===== config.mk =====
export PLATFORM = sky130hd
export DESIGN_NAME = bsa_bus_adapter
export DESIGN_NICKNAME = d
export VERILOG_FILES = /design/src/bsa_pkg.sv /design/src/bsa_stream_if.sv /design/src/bsa_bus_adapter.sv /design/src/bsa_pair_buf.sv
export SDC_FILE = /design/constraint.sdc
export NUM_CORES = 2
export LEC_CHECK = 0
export BUFFER_PORTS_ARGS = -buffer_cell sky130_fd_sc_hd__buf_2
export CORE_ASPECT_RATIO = 0.9
export CORE_UTILIZATION = 35
export DETAILED_ROUTE_END_ITERATION = 16
export PLACE_DENSITY_LB_ADDON = 0.05
export SETUP_SLACK_MARGIN = 0.4
export SLEW_MARGIN = 20
export SYNTH_ARGS = -nofsm -noshare
export SYNTH_HDL_FRONTEND = slang
export SYNTH_SLANG_ARGS = --single-unit

===== constraint.sdc =====
create_clock -name clk_in -period 7.2 [get_ports clk_in]
set_clock_uncertainty 0.1 [all_clocks]
set_input_delay 0 -clock clk_in [delete_from_list [all_inputs] [get_ports clk_in]]
set_output_delay 0 -clock clk_in [all_outputs]
set_load 0.01 [all_outputs]

===== src/bsa_pkg.sv =====
// Shared constants, codes and helpers for the bus adapter
`default_nettype none
package bsa_pkg;
  localparam int NUM_ENG = 3;
  localparam int DATA_W = 32;
  localparam int PA_W = 28;
  localparam int ENG_SEL_LSB = 26;
  localparam int WBUF_BYTES = 64;
  localparam int WBUF_WORDS = WBUF_BYTES / 8;
  localparam int SLV_LAT_LIMIT = 22;
  // Strobe cycle, latch cycle and answer cycle surround the wait
  localparam int SLV_WAIT_MAX = SLV_LAT_LIMIT - 4;

  localparam logic [2:0] ACK_IDLE = 3'h0;
  localparam logic [2:0] ACK_ERR = 3'h1;
  localparam logic [2:0] ACK_BYTE = 3'h2;
  localparam logic [2:0] ACK_RERUN = 3'h3;
  localparam logic [2:0] ACK_WORD = 3'h4;
  localparam logic [2:0] ACK_DWORD = 3'h5;
  localparam logic [2:0] ACK_HALF = 3'h6;
  localparam logic [2:0] ACK_RSVD = 3'h7;

  localparam logic [2:0] SIZ_WORD = 3'h0;
  localparam logic [2:0] SIZ_BYTE = 3'h1;
  localparam logic [2:0] SIZ_HALF = 3'h2;
  localparam logic [2:0] SIZ_EXT = 3'h3;
  localparam logic [2:0] SIZ_B16 = 3'h4;
  localparam logic [2:0] SIZ_B32 = 3'h5;
  localparam logic [2:0] SIZ_B64 = 3'h6;
  localparam logic [2:0] SIZ_B8 = 3'h7;

  typedef enum logic [5:0] {
    M_IDLE = 6'h01, M_REQ = 6'h02, M_ADDR = 6'h04,
    M_DATA = 6'h08, M_LERR = 6'h10, M_DONE = 6'h20
  } bsa_mst_e;

  typedef enum logic [3:0] {
    S_IDLE = 4'h1, S_LATCH = 4'h2, S_WAIT = 4'h4, S_ACK = 4'h8
  } bsa_slv_e;

  // Bytes moved by a size code; zero for the extended code
  function automatic logic [6:0] bsa_size_bytes(input logic [2:0] code);
    case (code)
      SIZ_WORD: return 7'h04;
      SIZ_BYTE: return 7'h01;
      SIZ_HALF: return 7'h02;
      SIZ_B16: return 7'h10;
      SIZ_B32: return 7'h20;
      SIZ_B64: return 7'h40;
      SIZ_B8: return 7'h08;
      default: return 7'h00;
    endcase
  endfunction

  // 64-bit buffer words needed to hold a transfer
  function automatic logic [3:0] bsa_words64(input logic [2:0] code);
    logic [6:0] b;
    b = bsa_size_bytes(code);
    return (b <= 7'h08) ? 4'h1 : b[6:3];
  endfunction

  function automatic logic bsa_is_single(input logic [2:0] code);
    return code == SIZ_WORD || code == SIZ_BYTE || code == SIZ_HALF;
  endfunction

  function automatic logic [2:0] bsa_ack_for(input logic [2:0] code);
    case (code)
      SIZ_BYTE: return ACK_BYTE;
      SIZ_HALF: return ACK_HALF;
      default: return ACK_WORD;
    endcase
  endfunction

  // Parity bit that makes the data plus parity count odd
  function automatic logic bsa_odd_par(input logic [31:0] d);
    return ~(^d);
  endfunction
endpackage
`default_nettype wire


===== src/bsa_stream_if.sv =====
// Valid/ready word stream between adapter modules
`default_nettype none
interface bsa_stream_if #(
  parameter int W = 64
);
  logic valid;
  logic ready;
  logic [W-1:0] data;
  modport src(output valid, output data, input ready);
  modport snk(input valid, input data, output ready);
endinterface
`default_nettype wire

===== src/bsa_bus_adapter.sv =====
// System bus adapter between the bus and three channel engines
// Notes on behaviour
// - Slave port takes 32-bit programmed I/O only
// - Two 64-byte write buffers hold engine DMA
// - Round-robin arbitration among the three engines
// - Engine interrupts go straight to bus
// - Adapter holds no software-visible registers
// - Master does 64/32-bit mode, byte/half/word
// - Master bursts span 8 to 64 bytes
// - No atomic transactions, no bus sizing
// - Slave takes single byte/half/word, no bursts
// - Slave never uses late error line
// - Slave never answers with rerun code
// - Slave answers within 21 bus clocks
// - Engine's transfer size issued unchanged
// - Engine side: shared plus dedicated signals
// - Slave write, slave read, DMA write
// - Three-bit acknowledge code meanings
// - Odd parity generated and checked on data
// - Request bus, start only after grant
// - Everything sampled on bus clock rise
// - Virtual address on data lines
// - Master size line encoding
// - Direction low for master write
`default_nettype none
module bsa_bus_adapter #(
  parameter int SLV_WAIT = bsa_pkg::SLV_WAIT_MAX
) (
  input wire logic clk_in,
  input wire logic nrst_in,
  input wire logic bus_mode64_in,
  output logic bus_request_out,
  input wire logic bus_grant_in,
  input wire logic [31:0] bus_data_lines_in,
  output logic [31:0] bus_data_lines_out,
  output logic bus_data_lines_oe_out,
  output logic [31:0] bus_data_hi_out,
  input wire logic bus_odd_parity_in,
  output logic bus_odd_parity_out,
  output logic bus_odd_parity_oe_out,
  input wire logic [2:0] transfer_size_code_in,
  output logic [2:0] transfer_size_code_out,
  output logic transfer_size_code_oe_out,
  input wire logic transfer_direction_in,
  output logic transfer_direction_out,
  output logic transfer_direction_oe_out,
  input wire logic [2:0] slave_ack_code_in,
  output logic [2:0] slave_ack_code_out,
  output logic slave_ack_code_oe_out,
  input wire logic late_error_in,
  input wire logic slave_select_in,
  input wire logic address_strobe_in,
  input wire logic [27:0] physical_address_lines_in,
  input wire logic parity_check_en_in,
  output logic parity_error_out,
  output logic [2:0] bus_irq_out,
  input wire logic [2:0] eng_irq_in,
  input wire logic [2:0] dma_req_in,
  input wire logic [2:0][2:0] dma_size_in,
  input wire logic [2:0][31:0] dma_vaddr_in,
  input wire logic [2:0][63:0] dma_data_in,
  input wire logic [2:0] dma_valid_in,
  output logic [2:0] dma_ready_out,
  output logic [2:0] dma_grant_out,
  output logic [2:0] dma_done_out,
  output logic [2:0] dma_err_out,
  output logic [25:0] pio_addr_out,
  output logic [31:0] pio_wdata_out,
  output logic [2:0] pio_size_out,
  output logic pio_write_out,
  output logic [2:0] pio_sel_out,
  input wire logic [2:0] pio_ack_in,
  input wire logic [2:0] pio_err_in,
  input wire logic [2:0][31:0] pio_rdata_in
);
  localparam int NE = bsa_pkg::NUM_ENG;
  localparam int WW = bsa_pkg::WBUF_WORDS;
  localparam int SL = bsa_pkg::ENG_SEL_LSB;

  if (SLV_WAIT < 1 || SLV_WAIT > bsa_pkg::SLV_LAT_LIMIT - 4) begin : g_chk
    $error("SLV_WAIT too large for the slave latency bound");
  end

  bsa_pkg::bsa_mst_e mst_ff;
  bsa_pkg::bsa_slv_e slv_ff;
  logic [1:0] rr_ptr_ff;
  logic [2:0] eng_busy_ff;
  logic [1:0] buf_full_ff;
  logic fill_active_ff;
  logic fill_buf_ff;
  logic [1:0] fill_eng_ff;
  logic [3:0] fill_total_ff;
  logic [3:0] sent_cnt_ff;
  logic [3:0] wr_cnt_ff;
  logic [2:0] desc_size_ff [2];
  logic [31:0] desc_va_ff [2];
  logic [1:0] desc_eng_ff [2];
  logic [63:0] wbuf_mem_ff [2][WW];
  logic drn_buf_ff;
  logic mode64_ff;
  logic [4:0] beat_ff;
  logic m_err_ff;
  logic [27:0] slv_addr_ff;
  logic [2:0] slv_size_ff;
  logic slv_rd_ff;
  logic [31:0] slv_wdata_ff;
  logic [31:0] slv_rdata_ff;
  logic [2:0] slv_ack_ff;
  logic [4:0] slv_cnt_ff;
  logic perr_ff;
  logic [2:0] elig;
  logic arb_found;
  logic [1:0] arb_idx;
  logic grant_go;
  logic up_fire;
  logic dn_fire;
  logic [1:0] drn_eng;
  logic [4:0] beats;
  logic [6:0] drn_bytes;
  logic [63:0] cur_word;
  logic [1:0] slv_eng;
  logic m_ack_data;

  bsa_stream_if #(.W(64)) s_in();
  bsa_stream_if #(.W(64)) s_out();

  // Engine data passes a two-entry buffer so a stall loses no word
  bsa_pair_buf #(.W(64)) u_buf (
    .clk_in(clk_in),
    .nrst_in(nrst_in),
    .up(s_in.snk),
    .dn(s_out.src)
  );

  assign bus_irq_out = eng_irq_in;

  // Extended or unknown size codes are never granted
  generate
    for (genvar e = 0; e < NE; e++) begin : g_eng
      assign elig[e] = dma_req_in[e] & ~eng_busy_ff[e] &
        (bsa_pkg::bsa_size_bytes(dma_size_in[e]) != 7'h00);
      assign dma_grant_out[e] = grant_go & (arb_idx == 2'(e));
      assign dma_ready_out[e] = fill_active_ff & (fill_eng_ff == 2'(e)) &
        s_in.ready & (sent_cnt_ff < fill_total_ff);
      assign dma_done_out[e] = (mst_ff == bsa_pkg::M_DONE) &
        (drn_eng == 2'(e));
      assign dma_err_out[e] = dma_done_out[e] & m_err_ff;
      assign pio_sel_out[e] = (slv_ff == bsa_pkg::S_WAIT) &
        (slv_eng == 2'(e));
    end
  endgenerate

  always_comb begin
    logic [2:0] cand;
    cand = 3'h0;
    arb_found = 1'b0;
    arb_idx = 2'h0;
    for (int k = NE - 1; k >= 0; k--) begin
      cand = {1'b0, rr_ptr_ff} + 3'(k);
      if (cand >= 3'(NE)) begin
        cand = cand - 3'(NE);
      end
      if (elig[cand[1:0]]) begin
        arb_found = 1'b1;
        arb_idx = cand[1:0];
      end
    end
  end

  // A free buffer is needed before a winner may fill it
  assign grant_go = arb_found & ~fill_active_ff & ~buf_full_ff[fill_buf_ff];
  assign s_in.valid = fill_active_ff & dma_valid_in[fill_eng_ff] &
    (sent_cnt_ff < fill_total_ff);
  assign s_in.data = dma_data_in[fill_eng_ff];
  assign s_out.ready = fill_active_ff & (wr_cnt_ff < fill_total_ff);
  assign up_fire = s_in.valid & s_in.ready;
  assign dn_fire = s_out.valid & s_out.ready;

  always_ff @(posedge clk_in or negedge nrst_in) begin
    if (!nrst_in) begin
      fill_active_ff <= 1'b0;
      fill_buf_ff <= 1'b0;
      fill_eng_ff <= 2'h0;
      fill_total_ff <= 4'h0;
      sent_cnt_ff <= 4'h0;
      wr_cnt_ff <= 4'h0;
      desc_size_ff <= '{default: 3'h0};
      desc_va_ff <= '{default: 32'h0};
      desc_eng_ff <= '{default: 2'h0};
    end else if (grant_go) begin
      fill_active_ff <= 1'b1;
      fill_eng_ff <= arb_idx;
      fill_total_ff <= bsa_pkg::bsa_words64(dma_size_in[arb_idx]);
      sent_cnt_ff <= 4'h0;
      wr_cnt_ff <= 4'h0;
      desc_size_ff[fill_buf_ff] <= dma_size_in[arb_idx];
      desc_va_ff[fill_buf_ff] <= dma_vaddr_in[arb_idx];
      desc_eng_ff[fill_buf_ff] <= arb_idx;
    end else if (fill_active_ff) begin
      if (up_fire) begin
        sent_cnt_ff <= sent_cnt_ff + 4'h1;
      end
      if (dn_fire) begin
        wr_cnt_ff <= wr_cnt_ff + 4'h1;
        if (wr_cnt_ff + 4'h1 == fill_total_ff) begin
          fill_active_ff <= 1'b0;
          fill_buf_ff <= ~fill_buf_ff;
        end
      end
    end
  end

  always_ff @(posedge clk_in) begin
    if (dn_fire) begin
      wbuf_mem_ff[fill_buf_ff][wr_cnt_ff[2:0]] <= s_out.data;
    end
  end

  // Fill and drain never address the same buffer in one cycle
  always_ff @(posedge clk_in or negedge nrst_in) begin
    if (!nrst_in) begin
      buf_full_ff <= 2'h0;
    end else begin
      if (dn_fire && wr_cnt_ff + 4'h1 == fill_total_ff) begin
        buf_full_ff[fill_buf_ff] <= 1'b1;
      end
      if (mst_ff == bsa_pkg::M_DONE) begin
        buf_full_ff[drn_buf_ff] <= 1'b0;
      end
    end
  end

  always_ff @(posedge clk_in or negedge nrst_in) begin
    if (!nrst_in) begin
      eng_busy_ff <= 3'h0;
    end else begin
      eng_busy_ff <= (eng_busy_ff | dma_grant_out) & ~dma_done_out;
    end
  end

  always_ff @(posedge clk_in or negedge nrst_in) begin
    if (!nrst_in) begin
      rr_ptr_ff <= 2'h0;
    end else if (mst_ff == bsa_pkg::M_DONE) begin
      rr_ptr_ff <= (drn_eng == 2'(NE - 1)) ? 2'h0 : drn_eng + 2'h1;
    end
  end

  assign drn_eng = desc_eng_ff[drn_buf_ff];
  assign drn_bytes = bsa_pkg::bsa_size_bytes(desc_size_ff[drn_buf_ff]);
  // Beats follow the engine's size exactly; no sizing to the slave width
  assign beats = mode64_ff
    ? {1'b0, bsa_pkg::bsa_words64(desc_size_ff[drn_buf_ff])}
    : ((drn_bytes <= 7'h04) ? 5'h01 : drn_bytes[6:2]);
  assign cur_word = wbuf_mem_ff[drn_buf_ff]
    [mode64_ff ? beat_ff[2:0] : beat_ff[3:1]];
  assign m_ack_data = slave_ack_code_in == bsa_pkg::ACK_BYTE ||
    slave_ack_code_in == bsa_pkg::ACK_HALF ||
    slave_ack_code_in == bsa_pkg::ACK_WORD ||
    slave_ack_code_in == bsa_pkg::ACK_DWORD;

  always_ff @(posedge clk_in or negedge nrst_in) begin
    if (!nrst_in) begin
      mst_ff <= bsa_pkg::M_IDLE;
      drn_buf_ff <= 1'b0;
      mode64_ff <= 1'b0;
      beat_ff <= 5'h00;
      m_err_ff <= 1'b0;
    end else begin
      unique case (mst_ff)
        bsa_pkg::M_IDLE: begin
          m_err_ff <= 1'b0;
          if (buf_full_ff[drn_buf_ff]) begin
            mode64_ff <= bus_mode64_in;
            mst_ff <= bsa_pkg::M_REQ;
          end
        end
        bsa_pkg::M_REQ: begin
          beat_ff <= 5'h00;
          if (bus_grant_in) begin
            mst_ff <= bsa_pkg::M_ADDR;
          end
        end
        bsa_pkg::M_ADDR: begin
          mst_ff <= bsa_pkg::M_DATA;
        end
        bsa_pkg::M_DATA: begin
          if (slave_ack_code_in == bsa_pkg::ACK_RERUN) begin
            mst_ff <= bsa_pkg::M_REQ;
          end else if (m_ack_data) begin
            if (beat_ff + 5'h01 == beats) begin
              mst_ff <= bsa_pkg::M_LERR;
            end else begin
              beat_ff <= beat_ff + 5'h01;
            end
          end else if (slave_ack_code_in != bsa_pkg::ACK_IDLE) begin
            m_err_ff <= 1'b1;
            mst_ff <= bsa_pkg::M_DONE;
          end
        end
        bsa_pkg::M_LERR: begin
          if (late_error_in) begin
            m_err_ff <= 1'b1;
          end
          mst_ff <= bsa_pkg::M_DONE;
        end
        bsa_pkg::M_DONE: begin
          drn_buf_ff <= ~drn_buf_ff;
          mst_ff <= bsa_pkg::M_IDLE;
        end
        default: mst_ff <= bsa_pkg::M_IDLE;
      endcase
    end
  end

  assign bus_request_out = mst_ff == bsa_pkg::M_REQ;

  // Master owns the lines once granted; slave drives only its answer
  always_comb begin
    bus_data_lines_out = 32'h0;
    bus_data_hi_out = 32'h0;
    bus_data_lines_oe_out = 1'b0;
    if (mst_ff == bsa_pkg::M_ADDR) begin
      bus_data_lines_out = desc_va_ff[drn_buf_ff];
      bus_data_lines_oe_out = 1'b1;
    end else if (mst_ff == bsa_pkg::M_DATA) begin
      bus_data_lines_oe_out = 1'b1;
      if (mode64_ff) begin
        bus_data_lines_out = cur_word[31:0];
        bus_data_hi_out = cur_word[63:32];
      end else if (beats > 5'h01 && !beat_ff[0]) begin
        bus_data_lines_out = cur_word[63:32];
      end else begin
        bus_data_lines_out = cur_word[31:0];
      end
    end else if (slv_ff == bsa_pkg::S_ACK && slv_rd_ff) begin
      bus_data_lines_out = slv_rdata_ff;
      bus_data_lines_oe_out = 1'b1;
    end
  end

  assign bus_odd_parity_out = bsa_pkg::bsa_odd_par(bus_data_lines_out);
  assign bus_odd_parity_oe_out = bus_data_lines_oe_out;
  assign transfer_size_code_out = desc_size_ff[drn_buf_ff];
  assign transfer_size_code_oe_out = mst_ff == bsa_pkg::M_ADDR ||
    mst_ff == bsa_pkg::M_DATA;
  assign transfer_direction_out = 1'b0;
  assign transfer_direction_oe_out = transfer_size_code_oe_out;
  assign slave_ack_code_out = slv_ack_ff;
  assign slave_ack_code_oe_out = slv_ff == bsa_pkg::S_ACK;

  assign slv_eng = slv_addr_ff[bsa_pkg::PA_W-1:SL];
  assign pio_addr_out = slv_addr_ff[SL-1:0];
  assign pio_wdata_out = slv_wdata_ff;
  assign pio_size_out = slv_size_ff;
  assign pio_write_out = ~slv_rd_ff;
  assign parity_error_out = perr_ff;

  // Refusals and timeouts go out as an error code, parity errors only on parity_error_out; late error is never driven
  always_ff @(posedge clk_in or negedge nrst_in) begin
    if (!nrst_in) begin
      slv_ff <= bsa_pkg::S_IDLE;
      slv_addr_ff <= 28'h0;
      slv_size_ff <= 3'h0;
      slv_rd_ff <= 1'b0;
      slv_wdata_ff <= 32'h0;
      slv_rdata_ff <= 32'h0;
      slv_ack_ff <= 3'h0;
      slv_cnt_ff <= 5'h00;
      perr_ff <= 1'b0;
    end else begin
      perr_ff <= 1'b0;
      unique case (slv_ff)
        bsa_pkg::S_IDLE: begin
          if (address_strobe_in && slave_select_in) begin
            slv_addr_ff <= physical_address_lines_in;
            slv_size_ff <= transfer_size_code_in;
            slv_rd_ff <= transfer_direction_in;
            slv_ff <= bsa_pkg::S_LATCH;
          end
        end
        bsa_pkg::S_LATCH: begin
          slv_wdata_ff <= bus_data_lines_in;
          slv_cnt_ff <= 5'h00;
          if (!slv_rd_ff && parity_check_en_in &&
              !(^{bus_data_lines_in, bus_odd_parity_in})) begin
            perr_ff <= 1'b1;
          end
          if (!bsa_pkg::bsa_is_single(slv_size_ff) ||
              slv_eng == 2'(NE)) begin
            slv_ack_ff <= bsa_pkg::ACK_ERR;
            slv_ff <= bsa_pkg::S_ACK;
          end else begin
            slv_ff <= bsa_pkg::S_WAIT;
          end
        end
        bsa_pkg::S_WAIT: begin
          if (pio_ack_in[slv_eng]) begin
            slv_rdata_ff <= pio_rdata_in[slv_eng];
            slv_ack_ff <= pio_err_in[slv_eng] ? bsa_pkg::ACK_ERR
              : bsa_pkg::bsa_ack_for(slv_size_ff);
            slv_ff <= bsa_pkg::S_ACK;
          end else if (slv_cnt_ff == 5'(SLV_WAIT)) begin
            slv_ack_ff <= bsa_pkg::ACK_ERR;
            slv_ff <= bsa_pkg::S_ACK;
          end else begin
            slv_cnt_ff <= slv_cnt_ff + 5'h01;
          end
        end
        bsa_pkg::S_ACK: begin
          slv_ff <= bsa_pkg::S_IDLE;
        end
        default: slv_ff <= bsa_pkg::S_IDLE;
      endcase
    end
  end
endmodule // bsa_bus_adapter
`default_nettype wire


===== src/bsa_pair_buf.sv =====
// Two-entry buffer with valid and ready on both sides
`default_nettype none
module bsa_pair_buf #(
  parameter int W = 64
) (
  input wire logic clk_in,
  input wire logic nrst_in,
  bsa_stream_if.snk up,
  bsa_stream_if.src dn
);
  if (W < 1) begin : g_chk
    $error("bsa_pair_buf width must be positive");
  end

  logic [W-1:0] mem_ff [2];
  logic wptr_ff;
  logic rptr_ff;
  logic [1:0] cnt_ff;
  logic push;
  logic pop;

  // Ready depends only on occupancy, so no path from dn.ready to up.ready
  assign up.ready = cnt_ff != 2'h2;
  assign dn.valid = cnt_ff != 2'h0;
  assign dn.data = mem_ff[rptr_ff];
  assign push = up.valid & up.ready;
  assign pop = dn.valid & dn.ready;

  always_ff @(posedge clk_in) begin
    if (push) begin
      mem_ff[wptr_ff] <= up.data;
    end
  end

  always_ff @(posedge clk_in or negedge nrst_in) begin
    if (!nrst_in) begin
      wptr_ff <= 1'b0;
      rptr_ff <= 1'b0;
      cnt_ff <= 2'h0;
    end else begin
      if (push) begin
        wptr_ff <= ~wptr_ff;
      end
      if (pop) begin
        rptr_ff <= ~rptr_ff;
      end
      cnt_ff <= cnt_ff + {1'b0, push} - {1'b0, pop};
    end
  end
endmodule // bsa_pair_buf
`default_nettype wire


Word level (Yosys, flattened, before mapping)
Memories as Yosys holds them, arrays and structs flattened.
Cells that the tools add are included.

cells by class
  add/subtract/negate cells = 12
  $lt $le $gt $ge = 25
  equal/unequal tests = 75
  muxes and demuxes = 131
  bitwise gates (word level) = 56
  reduce and logical (&&, ||, !) cells = 56

operator list
  cell                                                                   number
  512-bit 2-to-1 mux                                                     1
  32-bit 2-to-1 mux                                                      14
  64-bit 2-to-1 mux                                                      4
  7-bit case mux with 7 select lines                                     5
  64-bit binary-select mux with 3-bit select                             1
  64-bit demux with 3-bit select                                         1
  32-bit binary-select mux with 2-bit select                             2
  64-bit binary-select mux with 2-bit select                             1
  3-bit equality test, second input constant                             23
  64-bit bitwise mux                                                     1
  4-bit 2-to-1 mux                                                       12
  6-bit 2-to-1 mux                                                       6
  5-bit 2-to-1 mux                                                       7
  1-bit AND                                                              34
  33-bit XOR reduction                                                   1
  32-bit demux with 1-bit select                                         1
  32-bit XOR reduction                                                   1
  1-bit 2-to-1 mux                                                       31
  3-bit 2-to-1 mux                                                       10
  6-bit case mux with 5 select lines                                     1
  2-bit 2-to-1 mux                                                       13
  3-bit by 2-bit equality test with 1-bit output, second input constant  8
  2-bit inequality test, second input constant                           12
  7-bit nonzero test                                                     3
  other kinds (71)                                                       162

word-level totals
  flip-flop bits (word level) = 224
  bits in writable memories = 1152
  input port bits = 484
  output and inout bits = 159
  word-level logic and storage cells = 389
  memories kept = 2

memories
  name          depth  width  rd ports  clocked after memory_dff  write ports  RTL line               text
  wbuf_mem_ff   2      512    1         0                         1            bsa_bus_adapter.sv:98  logic [63:0] wbuf_mem_ff [2][WW];
  u_buf.mem_ff  2      64     1         0                         1            bsa_pair_buf.sv:15     logic [W-1:0] mem_ff [2];

Longest topological paths before layout
  depth in word-level cells = 17
  depth in mapped cells = 17
  gate-level depth less buffers = 11

Hierarchy
From an unflattened synthesis, not the netlist that was laid out.

unflattened totals
  cells, all modules = 3680
  area total of the unflattened synthesis = 58459.8 µm²

modules (own cells, without submodules)
  module           instances  cells each  area each (µm²)  seq. area each (µm²)
  bsa_bus_adapter  1          3464        53436.2          36257.3
  bsa_pair_buf     1          216         5023.6           3943.8

Least setup slack after synthesis
OpenSTA, ideal clock, no wires.

  path kind = reg2reg
  start point = register wr_cnt_ff[0]
  end point = memory wbuf_mem_ff[1][448] (netlist bit) (enable)
  setup time = 564 ps
  arrival time = 6384 ps
  data required time = 6536 ps
  path slack = 151 ps
  stages on the path, launching flop included = 11
  buffers on the path = 2
  period minus slack after synthesis = 7049 ps
  cells stage by stage = dfrtp_1 > clkbuf_1 > inv_1 > ha_1 > nor2b_1 > o21ai_0 > nand2b_1 > a2111oi_0 > clkbuf_1 > nand3b_1 > nor3_1

on the way
  elaborated cells on any way between the ends = 11
  those cells by class = order compare (3); mux (4); bitwise (3); reduce/logical (1)

RTL lines
  element                                   RTL line                text
  start, declared                           bsa_bus_adapter.sv:94   logic [3:0] wr_cnt_ff;
  start signal, assigned                    bsa_bus_adapter.sv:204  wr_cnt_ff <= wr_cnt_ff + 4'h1;
  4-bit < comparator                        bsa_bus_adapter.sv:175  assign s_out.ready = fill_active_ff & (wr_cnt_ff < fill_total_ff);
  1-bit AND                                 bsa_bus_adapter.sv:175
  1-bit AND                                 bsa_bus_adapter.sv:177  assign dn_fire = s_out.valid & s_out.ready;
  named net dn_fire                         bsa_bus_adapter.sv:116  logic dn_fire;
  1-bit 2-to-1 mux                          bsa_bus_adapter.sv:214  if (dn_fire) begin
  512-bit 2-to-1 mux (not written as such)  bsa_bus_adapter.sv:215  wbuf_mem_ff[fill_buf_ff][wr_cnt_ff[2:0]] <= s_out.data;
  end, declared                             bsa_bus_adapter.sv:98

The timed path passes the listed nets, and every way through them passes these cells.

Worst setup path after layout
  start point = register beat_ff[1]
  end point = output bus_odd_parity_out

on the way
  longest elaborated chain between the ends = 11

ends and longest elaborated chain
  element                                       RTL line                text
  start, declared                               bsa_bus_adapter.sv:101  logic [4:0] beat_ff;
  start signal, assigned                        bsa_bus_adapter.sv:294  beat_ff <= beat_ff + 5'h01;
  3-bit 2-to-1 mux *                            bsa_bus_adapter.sv:256  [mode64_ff ? beat_ff[2:0] : beat_ff[3:1]];
  3-bit inverter with 4-bit output *            bsa_bus_adapter.sv:256
  64-bit binary-select mux with 3-bit select *  bsa_bus_adapter.sv:255  assign cur_word = wbuf_mem_ff[drn_buf_ff]
  64-bit 2-to-1 mux * (2 in series)             bsa_bus_adapter.sv:256
  32-bit 2-to-1 mux                             bsa_bus_adapter.sv:331  end else if (beats > 5'h01 && !beat_ff[0]) begin
  32-bit 2-to-1 mux *                           bsa_bus_adapter.sv:328  if (mode64_ff) begin
  32-bit 2-to-1 mux *                           bsa_bus_adapter.sv:326  end else if (mst_ff == bsa_pkg::M_DATA) begin
  32-bit 2-to-1 mux *                           bsa_bus_adapter.sv:323  if (mst_ff == bsa_pkg::M_ADDR) begin
  32-bit XOR reduction *                        bsa_pkg.sv:76           return ~(^d);
  1-bit inverter *                              bsa_pkg.sv:76
  end, declared                                 bsa_bus_adapter.sv:39   output logic bus_odd_parity_out,

Every way passes the cells marked *; elsewhere a longest branch is shown, timed or not. The select of a mux whose other input is x is not followed.

==> results.toml <==
[run_status]
outcome = "completed"

[worst_setup_path]
timing.critical_path.max_delay_family = "XOR/XNOR gates"
timing.critical_path.arrival_ps = 6200
timing.critical_path.slowest_stage_cell = "sky130_fd_sc_hd__mux2_8"
slowest_delay_ps = 810
worst_setup_path_end_kind = "output port"
critical_path_required_ps = 7100
start_kind = "flop"
timing_worst_setup_path_type = "reg2out"
cp_num_buf_inv = 2
largest_fanout_on_the_critical_path = 88
worstPathCellList = "mux2_8 > buf_4 > mux4_2 > a22oi_1 > a21oi_1 > a211oi_1 > a22oi_1 > xnor2_1 > xnor2_1 > xnor3_1 > xnor3_1 > buf_2"

[clock_network]
cts-buffers-inserted = 153
worstSkewPairLatency_ps = 790
cts_resized = 0
tritoncts = "built"
cts.root.buffer_cell = "sky130_fd_sc_hd__clkbuf_16"
cts.clk_slew.worst_paths_ps = 60
cts_num_sinks = 1376
htree_num_levels = 4
clock_tree.buffer_depth = 3

[timing]
worst_slew_margin_rel_pct = 20.7
fin_crit_ps = 6300
post_route_fraction_of_the_period_consumed_by_the_critical_path_pct = 87.5
timing_max_transition_violations_final = 0
setup-tns-final_ps = 0
final.setup.worst_slack_ps = 900
rsz0062_at_grt = "false"
finalSetupViolations = 0
max_slew.worst_pin.slew_ps = 1180
finalHoldViolations = 0
max_freq_mhz = 159

[routing]
wirelength_mm = 197
drtIter0Drc = 3314
detail-route-antenna-nets = 0
avgRoutedWirePerCell_um = 27.2
via_to_cell_ratio = 5.16
remaining_drcs = 0
route.vias.total = 37404
dr.pass1.iters = 6

[yosys]
post_synth_inst_count = 3728
synthesis.nets = 4228
synth_top_cells_by_count = "sky130_fd_sc_hd__edfxtp_1 (1,152), sky130_fd_sc_hd__nand2_1 (621), sky130_fd_sc_hd__mux2i_1 (225)"
yosys_most_used_dff = "sky130_fd_sc_hd__edfxtp_1"
synth_most_common_cell = "sky130_fd_sc_hd__edfxtp_1"
synthesis_warning_total = 0
mappedNetlistArea_mm2 = 0.0580
synth-edff-count = 1152
post_synth.cell_area_avg_um2 = 15.6
synth_largest_area_cell = "sky130_fd_sc_hd__edfxtp_1"
ys_seq_area_share_pct = 69.3
netlist.area_leader.share_pct = 59.6
asyncSetResetFlopFracSynth_pct = 16.3
post_synth_main_area_contributors = "sky130_fd_sc_hd__edfxtp_1 (60%), sky130_fd_sc_hd__dfrtp_1 (9.6%), sky130_fd_sc_hd__mux4_2 (8.0%)"
ys_ff_latch = 1376
yosys.cell_types.count = 86

[die]
die-area_mm2 = 0.167
io_pins = 643
die_w_um = 431
core_area_mm2 = 0.164
initial_utilization_pct = 35.3
rows = 141
dieHeight_um = 388

[grt]
grt_antenna_before_repair = 15
pin_count_of_the_biggest_net_entering_global_routing = 110
grt_first_pass_wirelength_mm = 279
grt_remaining_overflow = 0
first_global_vias = 37844
globalRouteTotalUtil_pct = 23.3

[worst_hold_path]
hold_path.class = "in2reg"

[placed_design]
port-buffer-count = 635
hpwl_mm = 119
finalWeightedCongestion = 0.790
pre_cts_ws_ps = 1810

[finish]
finalNetCount = 5408
drive_gt1_share_pct = 26.1
syn_to_final_growth_pct = 27.4

[power_and_ir_drop]
static-leakage-power_nw = 26.5
power-per-cell-area_mw_per_mm2 = 253
worst_ir_drop_vdd_mv = 0.141

[job]
timing.max_cap.violations = 0
-- power by group --
group	internal [mW]	switching (mW)
logic	0.827	1.05
clock network	4.33	3.22
registers	9.16	0.152
-- worst min-delay path, delay by kind of cell --
kind | cells | cell delay (ps)
AOI/OAI and AO/OA | 1 | 140
buffers and inverters | 2 | 640
muxes | 1 | 50
-- layout make-up --
type,instances,area (µm²)
fill,14902,90500
sequential,1376,40200
multi-input combinational,2072,16500
timing repair buffer,1276,9550
clock buffer,198,4130
tap,2216,2770
clock inverter,78,612
inverter,29,109
antenna,5,12.5
-- what timing repair did --
action / CTS / global route
hold buffers: 546 / 0
endpoints found under the hold margin: 447 / 0
buffers inserted: 0 / 0
-- placed cells by master (no fill, tap or decap), types with 8 or more instances in the layout --
master and instances:
sky130_fd_sc_hd__clkinv_2 20, sky130_fd_sc_hd__a21o_1 8, sky130_fd_sc_hd__nand4_1 10, sky130_fd_sc_hd__dlygate4sd3_1 545, sky130_fd_sc_hd__xnor3_1 8, sky130_fd_sc_hd__nor3_1 22
sky130_fd_sc_hd__inv_6 8, sky130_fd_sc_hd__and3_1 13, sky130_fd_sc_hd__nor2b_1 15, sky130_fd_sc_hd__xnor2_1 57, sky130_fd_sc_hd__mux2i_1 225, sky130_fd_sc_hd__clkbuf_16 157
sky130_fd_sc_hd__o22ai_1 31, sky130_fd_sc_hd__ha_1 16, sky130_fd_sc_hd__bufinv_16 8, sky130_fd_sc_hd__edfxtp_1 1152, sky130_fd_sc_hd__xor2_1 14, sky130_fd_sc_hd__a21oi_1 117
sky130_fd_sc_hd__mux4_2 205, sky130_fd_sc_hd__nor3b_1 10, sky130_fd_sc_hd__a311oi_1 8, sky130_fd_sc_hd__inv_1 28, sky130_fd_sc_hd__buf_2 634, sky130_fd_sc_hd__clkbuf_1 36
sky130_fd_sc_hd__buf_12 13, sky130_fd_sc_hd__nor2_1 102, sky130_fd_sc_hd__nand2_1 618, sky130_fd_sc_hd__nand3_1 67, sky130_fd_sc_hd__a31oi_1 21, sky130_fd_sc_hd__dfrtp_1 216
sky130_fd_sc_hd__a22oi_1 62, sky130_fd_sc_hd__clkinv_1 35, sky130_fd_sc_hd__buf_4 82, sky130_fd_sc_hd__nand2b_1 8, sky130_fd_sc_hd__o21ai_0 169, sky130_fd_sc_hd__nor2_4 14
sky130_fd_sc_hd__mux2_2 104
-- state kept, by name, indices dropped and copies added (netlist names), 5 cells and up --
register       flops
slv_rdata_ff      32
wbuf_mem_ff     1024
beat_ff            5
slv_cnt_ff         5
u_buf.mem_ff     128
desc_size_ff       6
mst_ff             6
pio_wdata_out     32
desc_va_ff        64
slv_addr_ff       28
-- per-layer routing --
metal | part of all wire (%) | wire (µm) | track usage, %
met1 | 45 | 88800 | 32.5
met4 | 2.1 | 4220 | 5.76
met5 | 0.017 | 34 | 0
met2 | 47 | 92600 | 37.5
met3 | 5.8 | 11400 | 4.09
-- kinds of logic after synthesis --
logic type      count (synthesis)  share of synthesized area (%)
flops                        1376                           69.3
simple gates                  932                           6.76
mux                           542                           14.1
compound gates                499                           5.34
buf+inv                       280                           2.68
xor+xnor                       80                           1.41
fa+ha+maj                      18                          0.380
other cells                     1                        0.00646
-- stage by stage --
step	power, mW	cells	cell area (µm²)	hold WS (ps)	util [%]
2_1_floorplan	10.3	3728	58000	-396	-
3_3_place_gp	11.0	6422	63700	-99.9	38.7
3_5_place_dp	11.0	6423	63700	-99.9	38.7
4_1_cts	18.9	7245	73900	0.244	44.9
5_1_grt	19.4	7248	73900	37.6	45.0
6_report	18.7	7250	73900	62.3	45.0
-- worst paths after layout --
| check | startpoint | to | slack, ps | cells past startpoint |
|---|---|---|---|---|
| worst min register to register | pio_wdata_out[17]$_DFFE_PN0N_ | pio_wdata_out[17]$_DFFE_PN0N_ | 370 | 2 |
| max in group asynchronous | nrst_in | slv_rdata_ff[16]$_DFFE_PN0P_ | 5780 | 4 |
| worst max register to register | drn_buf_ff$_DFFE_PN0N_ | mst_ff[1]$_DFFE_PN0P_ | 2170 | 12 |
| worst max-delay path | beat_ff[1]$_DFFE_PN0P_ | bus_odd_parity_out | 900 | 12 |
| worst min-delay path | dma_data_in[46] | u_buf.mem_ff[0][46]$_DFFE_PP_ | 60 | 4 |
| min in group asynchronous | nrst_in | slv_ff[0]$_DFFE_PN1P_ | 280 | 3 |
Note: power is estimated with default switching activity, not from simulation.
